--- config.mk ---
export PLATFORM = sky130hd
export DESIGN_NAME = trs_regs
export DESIGN_NICKNAME = d
export VERILOG_FILES = /design/src/inc/trs_pkg.sv /design/src/rtl/trs_result_store.sv /design/src/rtl/trs_regs.sv
export SDC_FILE = /design/constraint.sdc
export NUM_CORES = 1
export LEC_CHECK = 0
export ABC_CLOCK_PERIOD_IN_PS = 4000
export BUFFER_PORTS_ARGS = -buffer_cell sky130_fd_sc_hd__buf_2
export CAP_MARGIN = 25
export CORE_UTILIZATION = 53
export DETAILED_ROUTE_END_ITERATION = 16
export GPL_TIMING_DRIVEN = 1
export HOLD_SLACK_MARGIN = 0.02
export MAX_ROUTING_LAYER = met4
export PLACE_DENSITY = 0.83
export SYNTH_ARGS = -nofsm -noshare
export SYNTH_HDL_FRONTEND = slang
export SYNTH_SLANG_ARGS = --single-unit
export TNS_END_PERCENT = 5
--- constraint.sdc ---
create_clock -name clk -period 4 [get_ports clk]
set_clock_uncertainty 0.15 [all_clocks]
set_input_delay 0.8 -clock clk [delete_from_list [all_inputs] [get_ports clk]]
set_output_delay 0.8 -clock clk [all_outputs]
set_load 0.005 [all_outputs]
--- src/inc/trs_pkg.sv ---
// Package of constants and carrier types for the temperature result block
package trs_pkg;

  // Register read pointers
  localparam logic [7:0] TRS_PTR_REMOTE_HI = 8'h01;
  localparam logic [7:0] TRS_PTR_FLAGS     = 8'h02;
  localparam logic [7:0] TRS_PTR_REMOTE_LO = 8'h10;

  // Reset values
  localparam logic [7:0] TRS_RESULT_RST = 8'h00;
  localparam logic [7:0] TRS_FLAGS_RST  = 8'h00;

  // Status bit positions
  localparam int TRS_BIT_BUSY         = 7;
  localparam int TRS_BIT_LOCAL_OVER   = 6;
  localparam int TRS_BIT_LOCAL_UNDER  = 5;
  localparam int TRS_BIT_REMOTE_OVER  = 4;
  localparam int TRS_BIT_REMOTE_UNDER = 3;
  localparam int TRS_BIT_OPEN         = 2;
  localparam int TRS_BIT_RSHUT        = 1;
  localparam int TRS_BIT_LSHUT        = 0;

  // Flags that hold until a status read, per pin mode
  localparam logic [6:0] TRS_LATCH_ALERT = 7'h7c;
  localparam logic [6:0] TRS_LATCH_PIN2  = 7'h04;

  // Fraction nibble position inside the low byte
  localparam int TRS_FRAC_LSB = 4;

  // Live conditions from the comparators, index = status bit
  typedef struct packed {
    logic [6:0] cond;
  } trs_cond_t;

  // Host read strobe with its pointer
  typedef struct packed {
    logic       rd;
    logic [7:0] ptr;
  } trs_read_t;

  // Pair lock owner
  typedef enum logic [1:0] {
    TRS_LOCK_NONE,
    TRS_LOCK_HI_HELD,
    TRS_LOCK_LO_HELD
  } trs_lock_t;

endpackage

--- src/rtl/trs_result_store.sv ---
// Small register store holding the remote result pair
`timescale 1ns/100ps
`default_nettype none
module trs_result_store
  import trs_pkg::*;
(
  input  wire logic        clk,
  input  wire logic        rst,
  input  wire logic        wr_hi,
  input  wire logic        wr_lo,
  input  wire logic [11:0] result,
  output logic      [7:0]  hi_q,
  output logic      [3:0]  lo_q
);

  // Each byte loads independently so the lock can freeze one half
  always_ff @(posedge clk or posedge rst)
  begin
    if (rst)
    begin
      hi_q <= TRS_RESULT_RST;
      lo_q <= TRS_RESULT_RST[3:0];
    end
    else
    begin
      if (wr_hi)
        hi_q <= result[11:4];
      if (wr_lo)
        lo_q <= result[3:0];
    end
  end

endmodule
`default_nettype wire

--- src/rtl/trs_regs.sv ---
// Remote result pair with read lock and latched status flags
`timescale 1ns/100ps
`default_nettype none
module trs_regs
  import trs_pkg::*;
(
  input  wire logic        clk,
  input  wire logic        rst,
  input  wire logic        conv_busy,
  input  wire logic        conv_done,
  input  wire logic [11:0] conv_result,
  input  wire trs_cond_t   cond_in,
  input  wire logic        shutdown2_mode,
  input  wire trs_read_t   host_read,
  output logic      [7:0]  read_data,
  output logic             read_valid
);

  // Block state apart from the result pair held in u_store
  typedef struct packed {
    trs_lock_t  lock;
    logic [6:0] flags;
    logic [7:0] data;
    logic       valid;
  } trs_state_t;

  trs_state_t st_reg;
  trs_state_t st_next;
  logic [7:0] hi_q;
  logic [3:0] lo_q;
  logic       wr_hi;
  logic       wr_lo;
  logic [6:0] latch_mask;
  logic [7:0] status_now;

  // Ptr compare used in several places
  function automatic logic hit(input trs_read_t r, input logic [7:0] p);
    hit = r.rd && (r.ptr == p);
  endfunction

  // Result pair storage
  trs_result_store u_store (
    .clk    (clk),
    .rst    (rst),
    .wr_hi  (wr_hi),
    .wr_lo  (wr_lo),
    .result (conv_result),
    .hi_q   (hi_q),
    .lo_q   (lo_q)
  );

  // Loads gated by the lock owner
  assign wr_hi = conv_done && (st_reg.lock != TRS_LOCK_LO_HELD);
  assign wr_lo = conv_done && (st_reg.lock != TRS_LOCK_HI_HELD);

  // Flags that latch; the two shutdown flags never latch and follow
  // their cause; in shutdown2 mode only the open flag latches, so the
  // limit flags then just follow their live condition
  always_comb
  begin
    latch_mask = TRS_LATCH_ALERT;
    if (shutdown2_mode)
      latch_mask = TRS_LATCH_PIN2;
  end

  // Live busy plus latched flags, as seen by a read
  assign status_now = {conv_busy, st_reg.flags};

  always_comb
  begin
    st_next = st_reg;
    st_next.valid = 1'b0;
    // Flag update; set from the live cause always wins over a clear
    for (int i = 0; i < 7; i++)
    begin
      if (cond_in.cond[i])
        st_next.flags[i] = 1'b1;
      else if (hit(host_read, TRS_PTR_FLAGS))
        st_next.flags[i] = 1'b0;
      else if (!latch_mask[i])
        st_next.flags[i] = 1'b0;
    end
    if (host_read.rd)
    begin
      st_next.valid = 1'b1;
      unique case (host_read.ptr)
        TRS_PTR_REMOTE_HI:
        begin
          st_next.data = hi_q;
          if (st_reg.lock == TRS_LOCK_LO_HELD)
            st_next.lock = TRS_LOCK_NONE;
          else
            st_next.lock = TRS_LOCK_HI_HELD;
        end
        TRS_PTR_REMOTE_LO:
        begin
          st_next.data = {lo_q, 4'h0};
          if (st_reg.lock == TRS_LOCK_HI_HELD)
            st_next.lock = TRS_LOCK_NONE;
          else
            st_next.lock = TRS_LOCK_LO_HELD;
        end
        TRS_PTR_FLAGS:
        begin
          st_next.data = status_now;
          st_next.lock = TRS_LOCK_NONE;
        end
        default:
        begin
          // Outside this block's registers; answered with zero and a valid pulse
          st_next.data = 8'h00;
          st_next.lock = TRS_LOCK_NONE;
        end
      endcase
    end
  end

  // Single state register
  always_ff @(posedge clk or posedge rst)
  begin
    if (rst)
    begin
      st_reg.lock  <= TRS_LOCK_NONE;
      st_reg.flags <= TRS_FLAGS_RST[6:0];
      st_reg.data  <= 8'h00;
      st_reg.valid <= 1'b0;
    end
    else
      st_reg <= st_next;
  end

  assign read_data  = st_reg.data;
  assign read_valid = st_reg.valid;

  // Frozen low byte does not change while high holds the lock
  chk_lo_frozen: assert property (@(posedge clk) disable iff (rst)
    st_reg.lock == TRS_LOCK_HI_HELD && !hit(host_read, TRS_PTR_REMOTE_LO)
    |=> $stable(lo_q))
    else $error("low byte changed while locked");

  // Frozen high byte while low holds the lock
  chk_hi_frozen: assert property (@(posedge clk) disable iff (rst)
    st_reg.lock == TRS_LOCK_LO_HELD |=> $stable(hi_q))
    else $error("high byte changed while locked");

  // Unlocked pair takes both halves of a conversion
  chk_load_free: assert property (@(posedge clk) disable iff (rst)
    conv_done && st_reg.lock == TRS_LOCK_NONE
    |=> hi_q == $past(conv_result[11:4]) && lo_q == $past(conv_result[3:0]))
    else $error("result not loaded");

  // Any other pointer ends the pair guarantee
  chk_other_drop: assert property (@(posedge clk) disable iff (rst)
    host_read.rd && host_read.ptr != TRS_PTR_REMOTE_HI &&
    host_read.ptr != TRS_PTR_REMOTE_LO |=> st_reg.lock == TRS_LOCK_NONE)
    else $error("lock kept over another read");

  // High byte answer is the stored integer part
  chk_hi_data: assert property (@(posedge clk) disable iff (rst)
    hit(host_read, TRS_PTR_REMOTE_HI)
    |=> read_valid && read_data == $past(hi_q))
    else $error("high byte read wrong");

  // Lower nibble of the low byte reads zero
  chk_lo_data: assert property (@(posedge clk) disable iff (rst)
    hit(host_read, TRS_PTR_REMOTE_LO) |=> read_data[3:0] == 4'h0)
    else $error("low nibble not zero");

  // Busy is sampled in the read cycle
  chk_busy_bit: assert property (@(posedge clk) disable iff (rst)
    hit(host_read, TRS_PTR_FLAGS) |=> read_data[7] == $past(conv_busy))
    else $error("busy bit wrong");

  // Local over cause shows one cycle later
  chk_flag_set: assert property (@(posedge clk) disable iff (rst)
    cond_in.cond[TRS_BIT_LOCAL_OVER] |=> st_reg.flags[TRS_BIT_LOCAL_OVER])
    else $error("local over flag not set");

  // A cause still present survives the read
  chk_flag_keep: assert property (@(posedge clk) disable iff (rst)
    hit(host_read, TRS_PTR_FLAGS) && cond_in.cond[TRS_BIT_OPEN]
    |=> st_reg.flags[TRS_BIT_OPEN])
    else $error("open flag cleared with cause present");

  // With every cause gone a read empties the flags
  chk_flag_clear: assert property (@(posedge clk) disable iff (rst)
    hit(host_read, TRS_PTR_FLAGS) && cond_in.cond == 7'h00
    |=> st_reg.flags == 7'h00)
    else $error("flags not cleared on read");

  // Alert mode holds a limit flag until read
  chk_flag_latch: assert property (@(posedge clk) disable iff (rst)
    !shutdown2_mode && st_reg.flags[TRS_BIT_REMOTE_UNDER] &&
    !host_read.rd |=> st_reg.flags[TRS_BIT_REMOTE_UNDER])
    else $error("latched flag dropped");

  // Host sees the flags as they stood before the clear
  chk_snap_first: assert property (@(posedge clk) disable iff (rst)
    hit(host_read, TRS_PTR_FLAGS)
    |=> read_data[6:0] == $past(st_reg.flags))
    else $error("status not captured before clear");

  // Status read always answers the cycle after
  chk_flags_valid: assert property (@(posedge clk) disable iff (rst)
    hit(host_read, TRS_PTR_FLAGS) |=> read_valid)
    else $error("status read not answered");

  // No strobe, no answer pulse
  chk_valid_quiet: assert property (@(posedge clk) disable iff (rst)
    !host_read.rd |=> !read_valid)
    else $error("answer without a read");

  // Local under cause shows one cycle later
  chk_under_local: assert property (@(posedge clk) disable iff (rst)
    cond_in.cond[TRS_BIT_LOCAL_UNDER] |=> st_reg.flags[TRS_BIT_LOCAL_UNDER])
    else $error("local under flag not set");

  // Remote over cause shows one cycle later
  chk_over_remote: assert property (@(posedge clk) disable iff (rst)
    cond_in.cond[TRS_BIT_REMOTE_OVER] |=> st_reg.flags[TRS_BIT_REMOTE_OVER])
    else $error("remote over flag not set");

  // Remote under cause shows one cycle later
  chk_under_remote: assert property (@(posedge clk) disable iff (rst)
    cond_in.cond[TRS_BIT_REMOTE_UNDER] |=> st_reg.flags[TRS_BIT_REMOTE_UNDER])
    else $error("remote under flag not set");

  // Open junction shows one cycle later
  chk_open_set: assert property (@(posedge clk) disable iff (rst)
    cond_in.cond[TRS_BIT_OPEN] |=> st_reg.flags[TRS_BIT_OPEN])
    else $error("open flag not set");

  // Remote shutdown trip shows one cycle later
  chk_rshut_set: assert property (@(posedge clk) disable iff (rst)
    cond_in.cond[TRS_BIT_RSHUT] |=> st_reg.flags[TRS_BIT_RSHUT])
    else $error("remote shutdown flag not set");

  // Local shutdown trip shows one cycle later
  chk_lshut_set: assert property (@(posedge clk) disable iff (rst)
    cond_in.cond[TRS_BIT_LSHUT] |=> st_reg.flags[TRS_BIT_LSHUT])
    else $error("local shutdown flag not set");

  // Shutdown flags drop as soon as their trips are gone
  chk_shut_follow: assert property (@(posedge clk) disable iff (rst)
    !cond_in.cond[TRS_BIT_RSHUT] && !cond_in.cond[TRS_BIT_LSHUT]
    |=> !st_reg.flags[TRS_BIT_RSHUT] && !st_reg.flags[TRS_BIT_LSHUT])
    else $error("shutdown flag held without its cause");

  // In shutdown2 mode a limit flag follows its cause
  chk_pin2_follow: assert property (@(posedge clk) disable iff (rst)
    shutdown2_mode && !cond_in.cond[TRS_BIT_LOCAL_OVER]
    |=> !st_reg.flags[TRS_BIT_LOCAL_OVER])
    else $error("limit flag latched in shutdown2 mode");

  // Open flag holds in both modes until a status read
  chk_open_latch: assert property (@(posedge clk) disable iff (rst)
    st_reg.flags[TRS_BIT_OPEN] && !hit(host_read, TRS_PTR_FLAGS)
    |=> st_reg.flags[TRS_BIT_OPEN])
    else $error("open flag dropped without a read");

  // High byte read first takes the lock
  chk_lock_hi_take: assert property (@(posedge clk) disable iff (rst)
    hit(host_read, TRS_PTR_REMOTE_HI) && st_reg.lock != TRS_LOCK_LO_HELD
    |=> st_reg.lock == TRS_LOCK_HI_HELD)
    else $error("high read did not lock low byte");

  // Low byte read first takes the lock
  chk_lock_lo_take: assert property (@(posedge clk) disable iff (rst)
    hit(host_read, TRS_PTR_REMOTE_LO) && st_reg.lock != TRS_LOCK_HI_HELD
    |=> st_reg.lock == TRS_LOCK_LO_HELD)
    else $error("low read did not lock high byte");

  // Low byte read while high holds the lock ends the pair lock
  chk_pair_release: assert property (@(posedge clk) disable iff (rst)
    hit(host_read, TRS_PTR_REMOTE_LO) && st_reg.lock == TRS_LOCK_HI_HELD
    |=> st_reg.lock == TRS_LOCK_NONE)
    else $error("lock kept after partner read");

  // Upper nibble of the low byte is the stored fraction
  chk_frac_data: assert property (@(posedge clk) disable iff (rst)
    hit(host_read, TRS_PTR_REMOTE_LO) |=> read_data[7:4] == $past(lo_q))
    else $error("fraction nibble read wrong");

  // Pointers outside this block answer zero
  chk_other_zero: assert property (@(posedge clk) disable iff (rst)
    host_read.rd && host_read.ptr != TRS_PTR_REMOTE_HI &&
    host_read.ptr != TRS_PTR_REMOTE_LO && host_read.ptr != TRS_PTR_FLAGS
    |=> read_data == 8'h00)
    else $error("foreign pointer answered non-zero");

  // Low byte loads whenever high does not hold it
  chk_lo_free: assert property (@(posedge clk) disable iff (rst)
    conv_done && st_reg.lock != TRS_LOCK_HI_HELD
    |=> lo_q == $past(conv_result[3:0]))
    else $error("low byte not loaded");

  // High byte loads whenever low does not hold it
  chk_hi_free: assert property (@(posedge clk) disable iff (rst)
    conv_done && st_reg.lock != TRS_LOCK_LO_HELD
    |=> hi_q == $past(conv_result[11:4]))
    else $error("high byte not loaded");

endmodule
`default_nettype wire

==> results of run 1 <==
==> kinds of logic after synthesis <==
family	Yosys count	synth area share (%)
compound gates	33	16.9
flops	30	56.6
buf+inv	18	7.35
simple gates	16	8.39
mux	12	10.2
xor+xnor	1	0.660
==> placed cells by master (no fill, tap or decap), types with 2 or more instances in the layout <==
cell      netlist  routed
clkbuf_4        0       5
nor2_1          5       5
buf_2           0      41
a22oi_1         4       4
a22o_1          4       4
a32oi_1         4       4
nand3_1         2       2
a21oi_1         8       8
a21o_1          5       5
mux2_2         12      12
o21ai_0         2       2
o22ai_1         4       4
dfrtp_1        30      30
inv_1           7       7
nand2_1         2       2
nor2b_1         2       2
==> final timing paths <==
path                              endpoint  slack (ns)
min reg2reg                     st_reg[11]        0.34
max reg2reg                u_store.hi_q[0]        2.27
max                             st_reg[13]        1.93
max in group asynchronous     read_data[1]        2.87
min in group asynchronous       st_reg[17]        0.35
min                             st_reg[11]        0.34
==> synth_stat cells, drive strengths merged <==
library cell	instances	share of area (%)
o22ai	4	1.9
dfrtp	30	57
mux2	12	10
a22o	4	2.6
inv	7	2.0
nand3	2	0.75
nor3	1	1.2
nor2b	2	0.94
buf	9	4.8
a21o	5	2.8
a32oi	4	2.6
a22oi	4	2.3
a21oi	8	3.0
a31oi	1	0.47
nor2	5	1.4
or4	1	0.85
or3b	1	0.66
nand2	2	0.57
clkbuf	2	0.57
o21ai	3	1.1
xnor2	1	0.66
nor3b	2	2.0
==> final cells by class <==
| type | instances | area share (%) |
|---|---|---|
| clock inverters | 2 | 0.788 |
| repair buffers | 42 | 14.7 |
| clock buffers | 6 | 3.23 |
| well taps | 28 | 2.21 |
| multi-input cells | 62 | 30.2 |
| inverters | 7 | 1.65 |
| flip-flops and latches | 30 | 47.3 |
==> through the flow <==
step	instance area, sq um	cells	power, mW	util (%)	setup slack [ns]
floorplan	1330	110	0.397	-	1.85
global placement	1500	168	0.422	65.8	1.64
detailed placement	1520	169	0.432	67.0	1.61
CTS	1590	177	0.622	69.8	1.97
global route	1590	177	0.648	69.8	1.88
finish	1590	177	0.615	69.8	1.93
==> power groups by stage <==
stage          Clock, mW  Sequential [mW]  Combinational (mW)
6_report           0.189            0.345              0.0810
5_1_grt            0.210            0.348              0.0903
4_1_cts            0.196            0.344              0.0817
3_5_place_dp           0            0.351              0.0815
3_3_place_gp           0            0.349              0.0731
2_1_floorplan          0            0.345              0.0515
==> layer usage <==
metal	up-vias	global-route usage, %	wire length, um
li1	468	-	-
met1	480	30.1	1150
met2	48	38.0	1340
met3	5	9.94	205
met4	0	11.3	35
met5	-	-	0
==> critical path: stages <==
cell and delay (ns):
buf_2 0.10, or4_4 0.57, nor2_1 0.21, a31oi_1 0.23
a21o_1 0.24
==> metrics.cfg, run 1 <==
[outcome]
status = finished, final reports clean

[detailed_routing]
dr.pass1.iters = 4
wl_um = 2740
vias = 1001
route.detailed.drc = 0
avgViaCountPerCell = 5.66
ant_nets = 0
drt-initial-drc-count = 13
wire_per_inst_um = 15.5

[worst_setup_path]
cp.arrival_ns = 2.14
timing.rr.start = st_reg[17]
path_class = in2reg
startpoint_type = input pin
worstSetupStartpoint = host_read[5]
endpoint_kind = register
cp_max_fo = 4
worst_ep_required_time_ns = 4.07
reg2reg_depth = 3

[grt]
overflow = 0
grt_util_all_layers_pct = 25.4
antenna_found_initial = 0
grt_pass1_wl_um = 4590
grt_pass1_vias = 1005
grt_max_degree = 21

[clock_network]
cts-buffers-inserted = 5
cts_hold_buf = 0
cts_resized = 0
post_cts_buffers = 0
htreeDepth = 2
path_clk_slew_ns = 0.09
cts_tree = built
cts_num_sinks = 30
clockRootBuffer = clkbuf_4
cts_max_path_buffers = 2
clkLatencyLatePin_ns = 0.33

[logic_synthesis]
synthCells = 110
avgSynthCellArea_sq_um = 12.1
ys_seq_area_share_pct = 56.6
synth_cell_types = 25
ys_warn_count = 0
netlist_area_sq_um = 1330
syn_nets = 143
synth_seq_cells = 30

[final_layout]
fillCellCount = 173
multi_input_area_sq_um = 479
ff_latch_area_sq_um = 751
largest_register_ffs = 9
areaGrowthSynthToFinish_pct = 19.6
diodes = 0
drive_above_1_share_pct = 44.3
nNetsFinal = 181

[pwr]
switchingPower_uw = 158
p_comb_share_pct = 13.2
power_frac_seq_pct = 56.1
p_int_uw = 458
leakage_nw = 0.735
ir_drop_mv = 0.314
pwr-share-clk_pct = 30.8
p_per_area_nw_per_um2 = 388
swShare_pct = 25.6

[floorplan]
die_w_um = 52.0
core.rowCount = 17
io_pins = 42
coreArea_sq_um = 2280
die_y_um = 52.0
dieArea_sq_um = 2710
start_util_pct = 58.3

[sta]
worst_pin_slew_ns = 0.755
slew-limit-headroom_pct = 49.4
setup-violations-final = 0
finalMaxSlewViolations = 0
setup_tns_ns = 0
timing.fmax_mhz = 483
period_needed_ns = 2.07
hold_viol_final = 0
rsz0062_at_grt = no
post-route-period-util_pct = 51.8
hold_ws_ns = 0.340

[min_path]
worstHoldPathCells = 1
min_path_type = reg2reg
hp-start = st_reg[11]

[placed_design]
dp_hpwl_um = 2090
place_congestion = 0.871
portBuffers = 41

[flow_run]
cap_violations = 0

No activity file was read; power rests on OpenSTA's default activity.
==> inputs of run 2 (changes only) <==
--- a/config.mk
+++ b/config.mk
@@ -5,15 +5,16 @@
 export SDC_FILE = /design/constraint.sdc
 export NUM_CORES = 1
 export LEC_CHECK = 0
-export ABC_CLOCK_PERIOD_IN_PS = 4000
+export ABC_AREA = 1
+export ABC_CLOCK_PERIOD_IN_PS = 1700
 export BUFFER_PORTS_ARGS = -buffer_cell sky130_fd_sc_hd__buf_2
 export CAP_MARGIN = 25
-export CORE_UTILIZATION = 53
+export CORE_UTILIZATION = 46
 export DETAILED_ROUTE_END_ITERATION = 16
 export GPL_TIMING_DRIVEN = 1
 export HOLD_SLACK_MARGIN = 0.02
 export MAX_ROUTING_LAYER = met4
-export PLACE_DENSITY = 0.83
+export PLACE_DENSITY = 0.75
 export SYNTH_ARGS = -nofsm -noshare
 export SYNTH_HDL_FRONTEND = slang
 export SYNTH_SLANG_ARGS = --single-unit
==> constraint.sdc (replaced) <==
create_clock -name clk -period 1.7 [get_ports clk]
set_clock_uncertainty 0.15 [all_clocks]
set_input_delay 0.34 -clock clk [delete_from_list [all_inputs] [get_ports clk]]
set_output_delay 0.34 -clock clk [all_outputs]
set_load 0.005 [all_outputs]
==> run 2 against run 1 <==
Register-to-register slack worse by 1.9 ns; final cell count increased by 34%; critical path depth fell by 1; sequential share of layout area fell by 4.5 points; power increased by 140%; cell area grew 10%; count of clock-buffer cells in the layout is 1 lower; critical path type is now reg2reg.
==> metrics.cfg, run 2 <==
[worst_setup_path]
worst_ep_required_time_ns = 1.76  ; was 4.07 ns
endpoint_kind = register  ; unchanged
cp.arrival_ns = 1.44  ; was 2.14 ns
path_class = reg2reg  ; was in2reg
cp_max_fo = 8  ; was 4
startpoint_type = register  ; was input pin

[logic_synthesis]
ys_seq_area_share_pct = 51.2  ; was 56.6%
synth.area.mux_share_pct = 9.21  ; was 10.2%
synth_seq_cells = 30  ; unchanged
synthFlopType = dfrtp_1  ; unchanged
ys_warn_count = 0  ; unchanged
yosysMostFrequentCell = nand2_1  ; was dfrtp_1
synthArstFlopShare_pct = 100  ; unchanged
synthAdderAreaFrac_pct = 0  ; unchanged
avgSynthCellArea_sq_um = 9.72  ; was 12.1 sq um
synth_cell_types = 21  ; was 25
ys_top_cells_by_count = 39 x nand2_1, 30 x dfrtp_1, 27 x nand3_1  ; was 30 x dfrtp_1, 12 x mux2_2, 8 x a21oi_1, 8 x buf_4, 7 x inv_1
synth_compound_area_share_pct = 1.19  ; was 16.9%
syn_nets = 184  ; was 143
synthTopCellsByArea = dfrtp_1 51%, nand2_1 10%, nand3_1 9.2%, mux2_2 9.2%, buf_4 4.1%  ; was dfrtp_1 57%, mux2_2 10%, buf_4 4.5%, a21oi_1 3.0%, a21o_1 2.8%
yosys.area_share.simple_pct = 27.9  ; was 8.39%
synth_top_family_by_area = simple AND/OR/NAND/NOR gates  ; was compound AO/OA/AOI/OAI gates
yosysTopAreaCell = dfrtp_1  ; unchanged
synthCells = 151  ; was 110
synth-xor-area-share_pct = 0  ; was 0.660%
synth_edf_count = 0  ; unchanged
netlist_area_sq_um = 1470  ; was 1330 sq um
yosysTopAreaCellShare_pct = 51.2  ; was 56.6%

[flow_run]
cap_violations = 0  ; unchanged

[final_layout]
mostFrequentLayoutCells = 41 x buf_2, 39 x nand2_1, 30 x dfrtp_1  ; was 41 x buf_2, 30 x dfrtp_1, 12 x mux2_2
fin_area_sq_um = 1750  ; was 1590 sq um
areaGrowthSynthToFinish_pct = 19.5  ; was 19.6%
final_cells = 238  ; was 177
mostFrequentLayoutCell = buf_2  ; unchanged
final_util_pct = 57.9  ; was 69.8%
drive_above_1_share_pct = 39.7  ; was 44.3%
largest_register_ffs = 9  ; unchanged
nNetsFinal = 226  ; was 181
diodes = 0  ; unchanged

[floorplan]
coreArea_sq_um = 3030  ; was 2280 sq um
core.rowCount = 20  ; was 17
io_pins = 42  ; unchanged
dieArea_sq_um = 3420  ; was 2710 sq um
start_util_pct = 48.5  ; was 58.3%
die_w_um = 58.5  ; was 52.0 um
die_y_um = 58.5  ; was 52.0 um

[sta]
finalMaxSlewViolations = 0  ; unchanged
hold_ws_ns = 0.0417  ; was 0.340 ns
slew-limit-headroom_pct = 75.6  ; was 49.4%
setup_tns_ns = 0  ; unchanged
period_needed_ns = 1.37
worst_pin_slew_ns = 0.367  ; was 0.755 ns
hold_viol_final = 0  ; unchanged
post-route-period-util_pct = 80.9
timing.fmax_mhz = 727
postLayoutSetupSlackWorst_ns = 0.325  ; was 1.93 ns
rsz0062_at_grt = no  ; unchanged
setup-violations-final = 0  ; unchanged

[grt]
grt_pass1_wl_um = 4720  ; was 4590 um
grt_max_degree = 31  ; was 21
grt_util_all_layers_pct = 19.4  ; was 25.4%
overflow = 0  ; unchanged
grt_pass1_vias = 1109  ; was 1005
antenna_found_initial = 0  ; unchanged

[detailed_routing]
avgViaCountPerCell = 4.74  ; was 5.66
wl_um = 2760  ; was 2740 um
ant_nets = 0  ; unchanged
vias = 1128  ; was 1001
route.detailed.drc = 0  ; unchanged
drt-initial-drc-count = 26  ; was 13
dr.pass1.iters = 4  ; unchanged
wire_per_inst_um = 11.6  ; was 15.5 um

[clock_network]
cts_max_path_buffers = 2  ; unchanged
path_clk_slew_ns = 0.10  ; was 0.09 ns
cts_hold_buf = 3  ; was 0
cts_tree = built  ; unchanged
clockRootBuffer = clkbuf_4  ; unchanged
cts_num_sinks = 30  ; unchanged
post_cts_buffers = 0  ; unchanged
clkLatencyLatePin_ns = 0.33  ; about the same
cts-buffers-inserted = 5  ; unchanged
cts_resized = 0  ; unchanged
htreeDepth = 2  ; unchanged

[pwr]
p_per_area_nw_per_um2 = 845  ; was 388 nW/um^2
power_frac_seq_pct = 52.5  ; was 56.1%
finalPower_mw = 1.48  ; was 615 uW
pwr-share-clk_pct = 37.2  ; was 30.8%
p_int_mw = 1.13  ; was 458 uW
switchingPower_uw = 349  ; was 158 uW
leakage_nw = 0.939  ; was 0.735 nW
p_comb_share_pct = 10.3  ; was 13.2%
swShare_pct = 23.5  ; was 25.6%
ir_drop_mv = 0.487  ; was 0.314 mV

[outcome]
status = finished, final reports clean  ; unchanged

[placed_design]
place_area_sq_um = 1650  ; was 1520 sq um
portBuffers = 41  ; unchanged
place_congestion = 0.876  ; was 0.871
dp.cells = 227  ; was 169
dp_worst_setup_slack_ns = 0.292  ; was 1.61 ns
dp_hpwl_um = 2070  ; was 2090 um

[min_path]
min_path_type = in2reg  ; was reg2reg

-- run 2: cell types whose count changed after synthesis, moves of 5 or more --
| cell | change |
|---|---|
| a21oi_1 | -8 |
| inv_1 | +5 |
| nand2_1 | +37 |
| nand3_1 | +25 |
-- run 2: layer usage --
metal	GRT usage, %	routed length (um)	part of all wire, %
met1	22.8	1210	44
met2	30.9	1360	49
met3	4.84	131	4.7
met4	9.86	65	2.4
met5	-	0	0
-- run 2: worst paths after layout --
| check | slack [ns] | from | cells after the start | end |
|---|---|---|---|---|
| hold reg to reg | 0.33 | read_data[1] | 2 | read_data[1] |
| hold / removal | 0.04 | cond_in[5] | 3 | st_reg[14] |
| setup / recovery | 0.33 | st_reg[16] | 4 | u_store.hi_q[0] |
| max in group asynchronous | 0.66 | rst | 4 | u_store.hi_q[2] |
| min in group asynchronous | 0.47 | rst | 4 | read_data[5] |
| setup reg to reg | 0.33 | st_reg[16] | 4 | u_store.hi_q[0] |
-- run 2: layout make-up --
type,count,area [sq um]
Multi-Input combinational cell,94,562
Timing Repair Buffer,45,243
Clock buffer,5,37.5
Fill cell,274,1270
Clock inverter,3,40.0
Sequential cell,30,751
Tap cell,44,55.1
Inverter,17,66.3
-- run 2: power groups by stage --
stage | clock (mW) | combinational, mW | sequential [mW]
after floorplan | 0 | 0.0964 | 0.784
after global placement | 0 | 0.144 | 0.790
after CTS | 0.560 | 0.155 | 0.778
after detailed placement | 0 | 0.149 | 0.792
after global routing | 0.596 | 0.170 | 0.782
final | 0.552 | 0.153 | 0.778
-- run 2: cells by family (layout without fill, tap and decap cells) --
group,Yosys count,after routing
simple gates,79,79
compound gates,3,3
flops,30,30
buf+inv,27,70
mux,12,12
-- run 2: critical path, stage by stage (launching register included) --
cell and delay (ns):
dfrtp_1 0.40, inv_1 0.08, nand2_1 0.08, nand2_2 0.18
mux2_2 0.37
